==> config.mk <==
export PLATFORM = sky130hd
export DESIGN_NAME = tef_top
export DESIGN_NICKNAME = d
export VERILOG_FILES = /design/src/hw/tef_pkg.sv /design/src/hw/tef_top.sv
export SDC_FILE = /design/constraint.sdc
export NUM_CORES = 1
export LEC_CHECK = 0
export CAP_MARGIN = 20
export CORE_MARGIN = 2
export CORE_UTILIZATION = 50
export DETAILED_ROUTE_END_ITERATION = 12
export DONT_BUFFER_PORTS = 1
export PLACE_DENSITY_LB_ADDON = 0.3
export SYNTH_ARGS = -nofsm -noshare
export SYNTH_HDL_FRONTEND = slang
export SYNTH_HIERARCHICAL = 1
export SYNTH_SLANG_ARGS = --single-unit
==> constraint.sdc <==
create_clock -name core_clk -period 2 [get_ports core_clk]
set_input_delay 0.4 -clock core_clk [delete_from_list [all_inputs] [get_ports core_clk]]
set_output_delay 0.4 -clock core_clk [all_outputs]
set_load 0.05 [all_outputs]
==> src/hw/tef_pkg.sv <==
// holds the constants and carrier types of the top-level event flag block
// assumes one 100 MHz clock and a byte-wide register port at the printed offsets
package tef_pkg;

   // ****************************************
   // register offsets
   // ****************************************
   localparam logic [7:0] TEF_OFF_RESET = 8'h1F;
   localparam logic [7:0] TEF_OFF_TOP1 = 8'h20;
   localparam logic [7:0] TEF_OFF_TOP2 = 8'h21;
   localparam logic [7:0] TEF_OFF_BUCK = 8'h22;
   localparam logic [7:0] TEF_OFF_BOOST = 8'h23;
   localparam logic [7:0] TEF_OFF_DIAG = 8'h24;
   localparam logic [7:0] TEF_OFF_STAT = 8'h25;

   // ****************************************
   // field positions
   // ****************************************
   localparam int TEF_B_MEAS = 7;
   localparam int TEF_B_DIAG = 6;
   localparam int TEF_B_BOOST = 5;
   localparam int TEF_B_BUCK = 4;
   localparam int TEF_B_SYNC = 3;
   localparam int TEF_B_SD = 2;
   localparam int TEF_B_WARN = 1;
   localparam int TEF_B_OVP = 0;
   localparam int TEF_B_RSTEVT = 0;
   localparam int TEF_B_SWRST = 0;

   // ****************************************
   // reset values and implemented-bit masks
   // ****************************************
   localparam logic [7:0] TEF_RST_BYTE = 8'h00;
   localparam logic [7:0] TEF_MASK_BUCK = 8'h77;
   localparam logic [7:0] TEF_MASK_BOOST = 8'h07;
   localparam logic [7:0] TEF_MASK_DIAG = 8'h15;

   // ****************************************
   // carriers
   // ****************************************
   typedef struct packed {
      logic wr;
      logic rd;
      logic [7:0] addr;
      logic [7:0] wdata;
   } tef_req_t;

   typedef struct packed {
      logic meas_done;
      logic sync_valid;
      logic tdie_sd;
      logic tdie_warn;
      logic ovp;
      logic analog_supply_uv;
      logic [7:0] buck;
      logic [7:0] boost;
      logic [7:0] diag;
   } tef_evt_t;

   typedef struct packed {
      logic [7:0] top1;
      logic rst_evt;
      logic [7:0] buck;
      logic [7:0] boost;
      logic [7:0] diag;
      logic sw_rst_cmd;
      logic sync_prev;
      logic warn_blk;
      logic sync_stat;
      logic sd_stat;
      logic warn_stat;
      logic ovp_stat;
      logic busy;
      logic conv_en;
      logic startup_req;
      logic otp_reload;
      logic [7:0] rdata;
   } tef_state_t;

endpackage

==> src/hw/tef_top.sv <==
// top-level event flags: latched top flags, reset-event flag, sub-registers and summaries
// assumes event inputs synchronous to core_clk and one-cycle register strobes
`timescale 1ns/10ps

// Notes on behaviour
// - Measurement-done sets bit 7 of the top flags; a written 1 or a reset cause clears it.
// - Bit 6 mirrors a non-zero diagnostic flag register and drops once it is zero.
// - Bit 5 mirrors a non-zero boost flag register and drops once it is zero.
// - Bit 4 mirrors a non-zero buck flag register for either converter and drops at zero.
// - Bit 3 latches every valid/invalid change of the external clock and clears on a written 1.
// - Over-temperature latches bit 2, turns converters off and keeps them off while it stays set.
// - Clearing bit 2 lets converters run again and also clears the live warning status.
// - Warning temperature latches bit 1, the live warning sits in a status bit, a written 1 clears.
// - Input overvoltage latches bit 0, the live state sits in a status bit, a written 1 clears.
// - Supply undervoltage or a software reset latches bit 0 of the second flag register.
// - Either reset cause turns converters off, restores defaults and starts up, flag left set.
// - Writing 1 to the reset command bit outside an undervoltage cycle resets registers, reloads the OTP and self-clears.
// - Every implemented sub-register bit is a latched event cleared by a written 1 or a reset cause.
module tef_top
   import tef_pkg::*;
(
   input wire logic core_clk,
   input wire logic sys_rst,
   input wire tef_req_t reg_req,
   input wire tef_evt_t evt,
   input wire logic conv_en_req,
   input wire logic startup_done,
   output logic [7:0] reg_rdata,
   output logic conv_en,
   output logic startup_req,
   output logic otp_reload
);

   // ****************************************
   // state
   // ****************************************
   tef_state_t s_ff;
   tef_state_t nxt_s;

   logic [7:0] clr_top1;
   logic [7:0] clr_top2;
   logic [7:0] clr_buck;
   logic [7:0] clr_boost;
   logic [7:0] clr_diag;
   logic sync_edge;
   logic sd_cleared;
   logic rst_cause;
   logic [7:0] set_top1;
   logic [7:0] top1_upd;
   logic rst_upd;
   logic [7:0] buck_upd;
   logic [7:0] boost_upd;
   logic [7:0] diag_upd;
   logic [7:0] rd_mux;

   // ****************************************
   // write-one-to-clear decode
   // ****************************************
   always_comb begin
      clr_top1 = TEF_RST_BYTE;
      clr_top2 = TEF_RST_BYTE;
      clr_buck = TEF_RST_BYTE;
      clr_boost = TEF_RST_BYTE;
      clr_diag = TEF_RST_BYTE;
      // writes to read-only or unmapped offsets clear nothing
      if (reg_req.wr) begin
         case (reg_req.addr)
            TEF_OFF_TOP1: begin
               clr_top1 = reg_req.wdata;
            end
            TEF_OFF_TOP2: begin
               clr_top2 = reg_req.wdata;
            end
            TEF_OFF_BUCK: begin
               clr_buck = reg_req.wdata;
            end
            TEF_OFF_BOOST: begin
               clr_boost = reg_req.wdata;
            end
            TEF_OFF_DIAG: begin
               clr_diag = reg_req.wdata;
            end
            default: begin
               clr_top1 = TEF_RST_BYTE;
            end
         endcase
      end
   end

   // ****************************************
   // event set vector and sticky cells
   // ****************************************
   // a clock already valid at reset release counts as one change
   assign sync_edge = evt.sync_valid ^ s_ff.sync_prev;

   // level events keep setting their flag for as long as they stand
   always_comb begin
      set_top1 = TEF_RST_BYTE;
      set_top1[TEF_B_MEAS] = evt.meas_done;
      set_top1[TEF_B_SYNC] = sync_edge;
      set_top1[TEF_B_SD] = evt.tdie_sd;
      set_top1[TEF_B_WARN] = evt.tdie_warn;
      set_top1[TEF_B_OVP] = evt.ovp;
   end

   // summary bits ride along here but are rebuilt in the next-state logic
   tef_sticky #(
      .WIDTH(8)
   ) i_top1 (
      .cur(s_ff.top1),
      .set(set_top1),
      .clr(clr_top1),
      .nxt_bits(top1_upd)
   );

   tef_sticky #(
      .WIDTH(1)
   ) i_rst (
      .cur(s_ff.rst_evt),
      .set(evt.analog_supply_uv),
      .clr(clr_top2[TEF_B_RSTEVT]),
      .nxt_bits(rst_upd)
   );

   // both converters share the buck register; reserved bits stay zero
   tef_sticky #(
      .WIDTH(8),
      .KEEP(TEF_MASK_BUCK)
   ) i_buck (
      .cur(s_ff.buck),
      .set(evt.buck),
      .clr(clr_buck),
      .nxt_bits(buck_upd)
   );

   tef_sticky #(
      .WIDTH(8),
      .KEEP(TEF_MASK_BOOST)
   ) i_boost (
      .cur(s_ff.boost),
      .set(evt.boost),
      .clr(clr_boost),
      .nxt_bits(boost_upd)
   );

   tef_sticky #(
      .WIDTH(8),
      .KEEP(TEF_MASK_DIAG)
   ) i_diag (
      .cur(s_ff.diag),
      .set(evt.diag),
      .clr(clr_diag),
      .nxt_bits(diag_upd)
   );

   // ****************************************
   // next state
   // ****************************************
   always_comb begin
      nxt_s = s_ff;
      nxt_s.startup_req = 1'b0;
      nxt_s.otp_reload = 1'b0;

      nxt_s.sync_prev = evt.sync_valid;

      // sticky flags come in from the clear/set cells
      nxt_s.top1 = top1_upd;
      nxt_s.rst_evt = rst_upd;
      nxt_s.buck = buck_upd;
      nxt_s.boost = boost_upd;
      nxt_s.diag = diag_upd;

      // live status; a cleared shutdown hides the warning until it drops
      sd_cleared = clr_top1[TEF_B_SD] & s_ff.top1[TEF_B_SD] & ~evt.tdie_sd;
      if (sd_cleared) begin
         nxt_s.warn_blk = 1'b1;
      end else if (!evt.tdie_warn) begin
         nxt_s.warn_blk = 1'b0;
      end
      nxt_s.warn_stat = evt.tdie_warn & ~nxt_s.warn_blk;
      nxt_s.sd_stat = evt.tdie_sd;
      nxt_s.ovp_stat = evt.ovp;
      nxt_s.sync_stat = evt.sync_valid;

      // software reset command, acted on one cycle after the write
      if (reg_req.wr && reg_req.addr == TEF_OFF_RESET && reg_req.wdata[TEF_B_SWRST]) begin
         nxt_s.sw_rst_cmd = 1'b1;
      end

      // after a reset cause, converters stay off until startup reports done
      if (startup_done) begin
         nxt_s.busy = 1'b0;
      end

      // a reset cause wipes events that arrive in the same cycle
      rst_cause = s_ff.sw_rst_cmd | evt.analog_supply_uv;
      if (rst_cause) begin
         nxt_s.top1 = TEF_RST_BYTE;
         nxt_s.buck = TEF_RST_BYTE;
         nxt_s.boost = TEF_RST_BYTE;
         nxt_s.diag = TEF_RST_BYTE;
         nxt_s.warn_blk = 1'b0;
         nxt_s.warn_stat = evt.tdie_warn;
         nxt_s.sw_rst_cmd = 1'b0;
         nxt_s.rst_evt = 1'b1;
         nxt_s.busy = 1'b1;
         nxt_s.startup_req = 1'b1;
         nxt_s.otp_reload = s_ff.sw_rst_cmd;
      end

      // summaries follow the sub-registers as they will stand
      nxt_s.top1[TEF_B_DIAG] = |nxt_s.diag;
      nxt_s.top1[TEF_B_BOOST] = |nxt_s.boost;
      nxt_s.top1[TEF_B_BUCK] = |nxt_s.buck;

      // shutdown flag gates enables; dropping it lets the request through again
      nxt_s.conv_en = conv_en_req & ~nxt_s.top1[TEF_B_SD] & ~nxt_s.busy & ~rst_cause;

      if (reg_req.rd) begin
         nxt_s.rdata = rd_mux;
      end
   end

   // ****************************************
   // read port
   // ****************************************
   // the mux looks at the state before this cycle's write, so a read
   // in the same cycle as a clear still returns the old flags
   always_comb begin
      rd_mux = TEF_RST_BYTE;
      case (reg_req.addr)
         TEF_OFF_RESET: begin
            rd_mux = {7'h00, s_ff.sw_rst_cmd};
         end
         TEF_OFF_TOP1: begin
            rd_mux = s_ff.top1;
         end
         TEF_OFF_TOP2: begin
            rd_mux = {7'h00, s_ff.rst_evt};
         end
         TEF_OFF_BUCK: begin
            rd_mux = s_ff.buck;
         end
         TEF_OFF_BOOST: begin
            rd_mux = s_ff.boost;
         end
         TEF_OFF_DIAG: begin
            rd_mux = s_ff.diag;
         end
         TEF_OFF_STAT: begin
            rd_mux = {4'h0, s_ff.sync_stat, s_ff.sd_stat, s_ff.warn_stat, s_ff.ovp_stat};
         end
         default: begin
            rd_mux = TEF_RST_BYTE;
         end
      endcase
   end

   // ****************************************
   // registers
   // ****************************************
   always_ff @(posedge core_clk or posedge sys_rst) begin
      if (sys_rst) begin
         s_ff <= '0;
      end else begin
         s_ff <= nxt_s;
      end
   end

   assign reg_rdata = s_ff.rdata;
   assign conv_en = s_ff.conv_en;
   assign startup_req = s_ff.startup_req;
   assign otp_reload = s_ff.otp_reload;

endmodule // tef_top

// ****************************************
// sticky bit cell
// ****************************************
// one cell per register keeps the clear/set ordering in one place;
// set is ORed after the clear, so an event in the clearing cycle wins
module tef_sticky
   import tef_pkg::*;
#(
   parameter int WIDTH = 8,
   parameter logic [WIDTH-1:0] KEEP = '1
)
(
   input wire logic [WIDTH-1:0] cur,
   input wire logic [WIDTH-1:0] set,
   input wire logic [WIDTH-1:0] clr,
   output logic [WIDTH-1:0] nxt_bits
);

   // bits outside KEEP are unimplemented and read back as zero
   assign nxt_bits = ((cur & ~clr) | set) & KEEP;

endmodule // tef_sticky

# == Yosys cells after proc, flatten, opt, wreduce, memory -nomap -nowiden ==
# Cells that the tools add are included.
# totals
output_inout_bits,11
word_cells,77
ff_bits,51
# classes
reduce_logical,6
bitwise_logic,28
eq_ne,7
muxes,20
# ops
cell,n
one-hot mux 8 bit (7 select lines),1
equality test 8 x 6 -> 1 bit (second input constant),6
2-to-1 mux 34 bit,1
OR reduction 8 bit,3
2-to-1 mux 8 bit,2
2-to-1 mux 7 bit,2
2-to-1 mux 5 bit,2
2-to-1 mux 1 bit,9
AND 8 bit,1
equality test 8 x 5 -> 1 bit (second input constant),1
NOT 8 bit,1
OR 8 bit,1
AND 1 bit,7
AND 7 bit,1
NOT 7 bit,1
OR 7 bit,1
2-to-1 mux 3 bit,2
NOT 1 bit,6
AND 5 bit,1
NOT 5 bit,1
OR 5 bit,1
AND 3 bit,1
NOT 3 bit,1
OR 3 bit,1
5 further kinds,7

# == Depth between registers and ports, before layout ==
# Gate-level depths: netlist of the first run.
# depth
word_depth,11
ltp_mapped,9
ltp_nobuf,7

# == Modules after synthesis ==
# The synthesis of the first run kept the hierarchy.
# modules_own_cells
module,area_each_um2,seq_area_each_um2,n_inst,cells_per_inst
tef_top,2401.1,1276.2,1,241
tef_sticky (i_boost ...),75.1,0.0,2,12
tef_sticky (i_top1),90.1,0.0,1,16
tef_sticky (i_buck),86.3,0.0,1,15
tef_sticky (i_rst),11.3,0.0,1,2

# == Worst setup path before layout of the first run ==
# OpenSTA, ideal clock, no wires.
# synth_path
kind,input port to flip-flop
start,input port reg_req[11] in the netlist's numbering
end,register s_ff[50] in the netlist's numbering
arrival_ns,2.159
stages,9
path_slack_ns,-0.290
n_path_buf,2
required_ns,1.869
setup_ns,0.131
path_cell_list,or4b_4 buf_6 or3_4 buf_6 nor2_1 inv_1 a21o_1 nor4_1 a21oi_1
# synth_lines
element,line,text
from (decl),tef_top.sv:24,"input wire tef_req_t reg_req,"
to (signal assigned),tef_top.sv:266,s_ff <= nxt_s;
to (decl),tef_top.sv:37,tef_state_t s_ff;

==> impl_metrics.toml, run 1 <==
[cts]
cts_hold_buffers = 0
cts.sinks = 51
cts_setup_buffers = 0
cts_tree = "built"
clkLatencyLatePin_ps = 310
cts-buffers-inserted = 5
path_clk_slew_ps = 90
cts_buffer_depth = 2
cts_max_level = 2
cts_resized = 0
cts_root_buffer = "clkbuf_8"

[power]
power_density_nw_per_um2 = 682
sw_frac_of_total = 0.244
seq_power_share = 0.584
irDropWorstVdd_mv = 0.301
p_switching_uw = 462
p_comb_frac = 0.081
internal-power_mw = 1.43
clockPowerShare = 0.335
cellLeakagePower_nw = 1.20

[global_route]
antenna_found_initial = 0
grt_max_degree = 52
grt_pass1_wl_um = 9390
grt_pass1_vias = 1840
grt_overflow_total = 0
track_usage = 0.206

[flow_run]
maxCapViolCount = 0

[floorplan]
die_y_um = 76.7
dieArea_um2 = 5890
start_util = 0.518
core_area_um2 = 5110
die_w_um = 76.7
ios = 63
num_rows = 26

[timing]
rsz0062_at_grt = "false"
setup_violations = 0
period_needed_ps = 1860
hold_violations = 0
drv_slew = 0
fin_tns_setup_ps = 0
post-route-period-util = 0.932
skew_ps = 3.96
holdWs_ps = 6.30
fmax_mhz = 536
worst_slack_ps = 135

[critical_path]
cp_max_fo = 6
arrival_ps = 2060
slowest_stage = "or4b_1"
critical-path-max-stage-delay_ps = 550
cp-start-kind = "input port"
crit_chain = "or4b_1, or2_4, buf_4, nor2_1, inv_1, a21o_1, nor4_1, a21oi_1"
end_kind = "flop"
crit_type = "input port to flop"
cp.required_ps = 2190

[cells_and_area]
postLayoutCellArea_um2 = 2770
fin_nets = 323
syn2layout_area_growth_pct = 4.82
final_layout_size_suffix_gt1_frac = 0.125
diodes = 0

[drt]
vias_per_cell = 5.33
drc_errors = 0
routed_wl_um = 5540
final_antenna_net_count = 0
first_iter_violations = 164
dr.pass1.iters = 4
wl_per_cell_um = 16.2
vias = 1824

[logic_synthesis]
syn_avg_cell_area_um2 = 9.58
netlist_area_um2 = 2650
yosys_warnings = 6
syn_inst = 276

[place]
place_ws_ps = -276
routabilityCongestion = 0.833
port_buffers = 0
postPlaceCellArea_um2 = 2660
hpwl_um = 4060

[min_path]
hold_class = "input port to async pin"

[outcome]
status = "complete, no violations"
## final cells by class
type / count / area [um^2]
multi-input combinational: 167 / 1080
timing repair buffer: 13 / 110
inverter: 33 / 124
tap: 70 / 87.6
fill: 514 / 2330
clock buffer: 6 / 82.6
clock inverter: 2 / 16.3
sequential: 51 / 1280
## final timing paths
path,cells past startpoint,endpoint,startpoint,slack [ps]
max in group asynchronous,2,reg_rdata[3],sys_rst,1770
min in group core_clk,0,s_ff[14],evt[27],110
worst max-delay path,8,s_ff[48],reg_req[11],140
worst max register to register,4,s_ff[18],s_ff[18],600
worst min-delay path,2,s_ff[35],sys_rst,6
worst min register to register,0,otp_reload,s_ff[18],440
## metrics by stage
| stage | std cells | util | total power [mW] |
|---|---|---|---|
| finish | 342 | 0.543 | 1.89 |
| floorplan | 285 | - | 1.26 |
| global placement | 334 | 0.521 | 1.27 |
| CTS | 342 | 0.540 | 1.92 |
| global route | 342 | 0.543 | 1.98 |
| detailed placement | 334 | 0.521 | 1.28 |
## worst max-delay path, delay by kind of cell
kind                   cells  cell delay [ps]
buffers and inverters      2              180
and+or+nand+nor            4             1190
AOI/OAI and AO/OA          2              290
## cell usage in the layout (no fill, tap or decap), types with 2 or more instances in the layout
cell type,n
a22o_1,4
or4b_4,2
and3_1,4
nor4_1,7
nor2_1,20
a222oi_1,4
o22ai_1,8
buf_4,12
nor3_1,8
conb_1,12
mux2i_1,5
a21o_1,18
a21oi_1,6
clkbuf_8,6
and2_1,30
nor4_2,2
o21a_1,2
nor3b_1,2
a2111oi_0,2
dfrtp_1,51
nand2_1,13
inv_1,32
## state kept, by name, indices dropped and copies added, names as in the netlist
signal / cells
reg_rdata: 8
otp_reload: 1
conv_en: 1
s_ff: 40
startup_req: 1
## power groups by stage
stage / registers, mW / logic, mW / clock network (mW)
5_1_grt: 1.11 / 0.176 / 0.694
2_1_floorplan: 1.12 / 0.142 / 0
6_report: 1.10 / 0.153 / 0.634
3_5_place_dp: 1.12 / 0.151 / 0
4_1_cts: 1.10 / 0.152 / 0.662
3_3_place_gp: 1.12 / 0.150 / 0
## layer usage
metal | up-vias | wire [um] | global-route usage
met1 | 873 | 2530 | 0.279
met4 | 0 | 82 | 0.0764
met2 | 56 | 2580 | 0.321
met3 | 7 | 349 | 0.0541
met5 | - | 0 | 0
li1 | 888 | - | -
Power figures use the tool's default switching activity.
==> run 2: changes to the inputs <==
Settings changed: REMOVE_ABC_BUFFERS set to 1.
Clock period 2 ns to 2.4 ns, I/O delays scaled along.
==> run 2 against run 1 <==
Clock power down 17%; combinational power is 18% lower; critical path depth decreased by 1; via count decreased by 1.9%; setup slack better by 160 ps; worst hold slack improved by 43 ps; non-clock buffer count is 2 lower; utilization decreased by 0.64 points; final area shrank 1.2%; sequential power shrank 16%; global-route usage decreased by 0.97 points; cell count decreased by 0.58%.
==> impl_metrics.toml, run 2 (synthesis results as in run 1) <==
[critical_path]
cp_max_fo = 6
arrival_ps = 2270
cp.required_ps = 2570
cp-start-kind = "input port"
crit_type = "input port to flop"
end_kind = "flop"

[cts]
cts_root_buffer = "clkbuf_8"
cts_resized = 0
cts_max_level = 2
cts_buffer_depth = 2
cts_tree = "built"
cts_setup_buffers = 0
cts_hold_buffers = 0
cts-buffers-inserted = 5
cts.sinks = 51
clkLatencyLatePin_ps = 310
path_clk_slew_ps = 90

[power]
p_total_mw = 1.57
cellLeakagePower_nw = 1.19
power_density_nw_per_um2 = 574
irDropWorstVdd_mv = 0.251

[timing]
worst_pin_slew_ps = 604
worst_slack_ps = 298
post-route-period-util = 0.876
hold_violations = 0
drv_slew = 0
fmax_mhz = 476
skew_ps = 13.8
rsz0062_at_grt = "false"
max_slew_margin = 0.587
setup_violations = 0
period_needed_ps = 2100
fin_tns_setup_ps = 0

[min_path]
hold_class = "input port to async pin"

[global_route]
grt_pass1_wl_um = 8860
grt_max_degree = 33
grt_overflow_total = 0
antenna_found_initial = 0
grt_pass1_vias = 1728
track_usage = 0.197

[place]
place_ws_ps = -24.3
routabilityCongestion = 0.845
port_buffers = 0
hpwl_um = 4180

[drt]
drc_errors = 0
vias_per_cell = 5.26
dr.pass1.iters = 5
vias = 1790
first_iter_violations = 108
final_antenna_net_count = 0
routed_wl_um = 5470
wl_per_cell_um = 16.1

[floorplan]
core_area_um2 = 5110
die_w_um = 76.7
die_y_um = 76.7
start_util = 0.518
num_rows = 26
dieArea_um2 = 5890
ios = 63

[cells_and_area]
final_common_cell = "dfrtp_1"
fin_nets = 321
largest-register = "s_ff"
syn2layout_area_growth_pct = 3.60
diodes = 0
largest_register_ffs = 40
final_layout_size_suffix_gt1_frac = 0.104
layout_common_cells = "dfrtp_1 (51), inv_1 (32), and2_1 (30)"

[flow_run]
maxCapViolCount = 0

[outcome]
status = "complete, no violations"
[run 2: metal layers]
layer / GRT usage / part of all wire
met2: 0.308 / 0.46
met1: 0.255 / 0.45
met4: 0.0655 / 0.010
met3: 0.0706 / 0.079
met5: 0 / 0
[run 2: cell type report]
class | instances | area [um^2]
fillers | 492 | 2370
flip-flops and latches | 51 | 1280
multi-input cells | 167 | 1060
inverters | 33 | 124
clock buffers | 8 | 100
repair buffers | 11 | 95.1
well taps | 70 | 87.6
[run 2: path summary, 6_finish.rpt]
check	startpoint	end	slack [ps]	cells after the start
min reg2reg	s_ff[18]	otp_reload	440	0
min	sys_rst	s_ff[19]	50	1
max reg2reg	s_ff[28]	reg_rdata[1]	1040	3
max in group asynchronous	sys_rst	s_ff[40]	1820	2
max	reg_req[15]	s_ff[48]	300	7
min in group core_clk	evt[25]	s_ff[12]	190	0
[run 2: power by group]
group | internal [mW] | switching [mW]
clock network | 0.263 | 0.264
registers | 0.897 | 0.0229
logic | 0.0575 | 0.0683
total | 1.22 | 0.356
[run 2: metrics by stage]
stage | hold WS, ps | instance area, um^2 | utilization | std cells
after detailed placement | 396 | 2640 | 0.517 | 332
final | 49.2 | 2740 | 0.537 | 340
after floorplan | 388 | 2460 | - | 251
after CTS | 62.7 | 2740 | 0.537 | 340
after global routing | 71.4 | 2740 | 0.537 | 340
after global placement | 391 | 2640 | 0.517 | 332
[run 2: worst max-delay path, stage by stage]
cell and delay [ps]:
or4b_2 670, or2_1 330, nor2_1 130, inv_1 40, a21o_1 170, nor4_1 330, a21oi_1 120
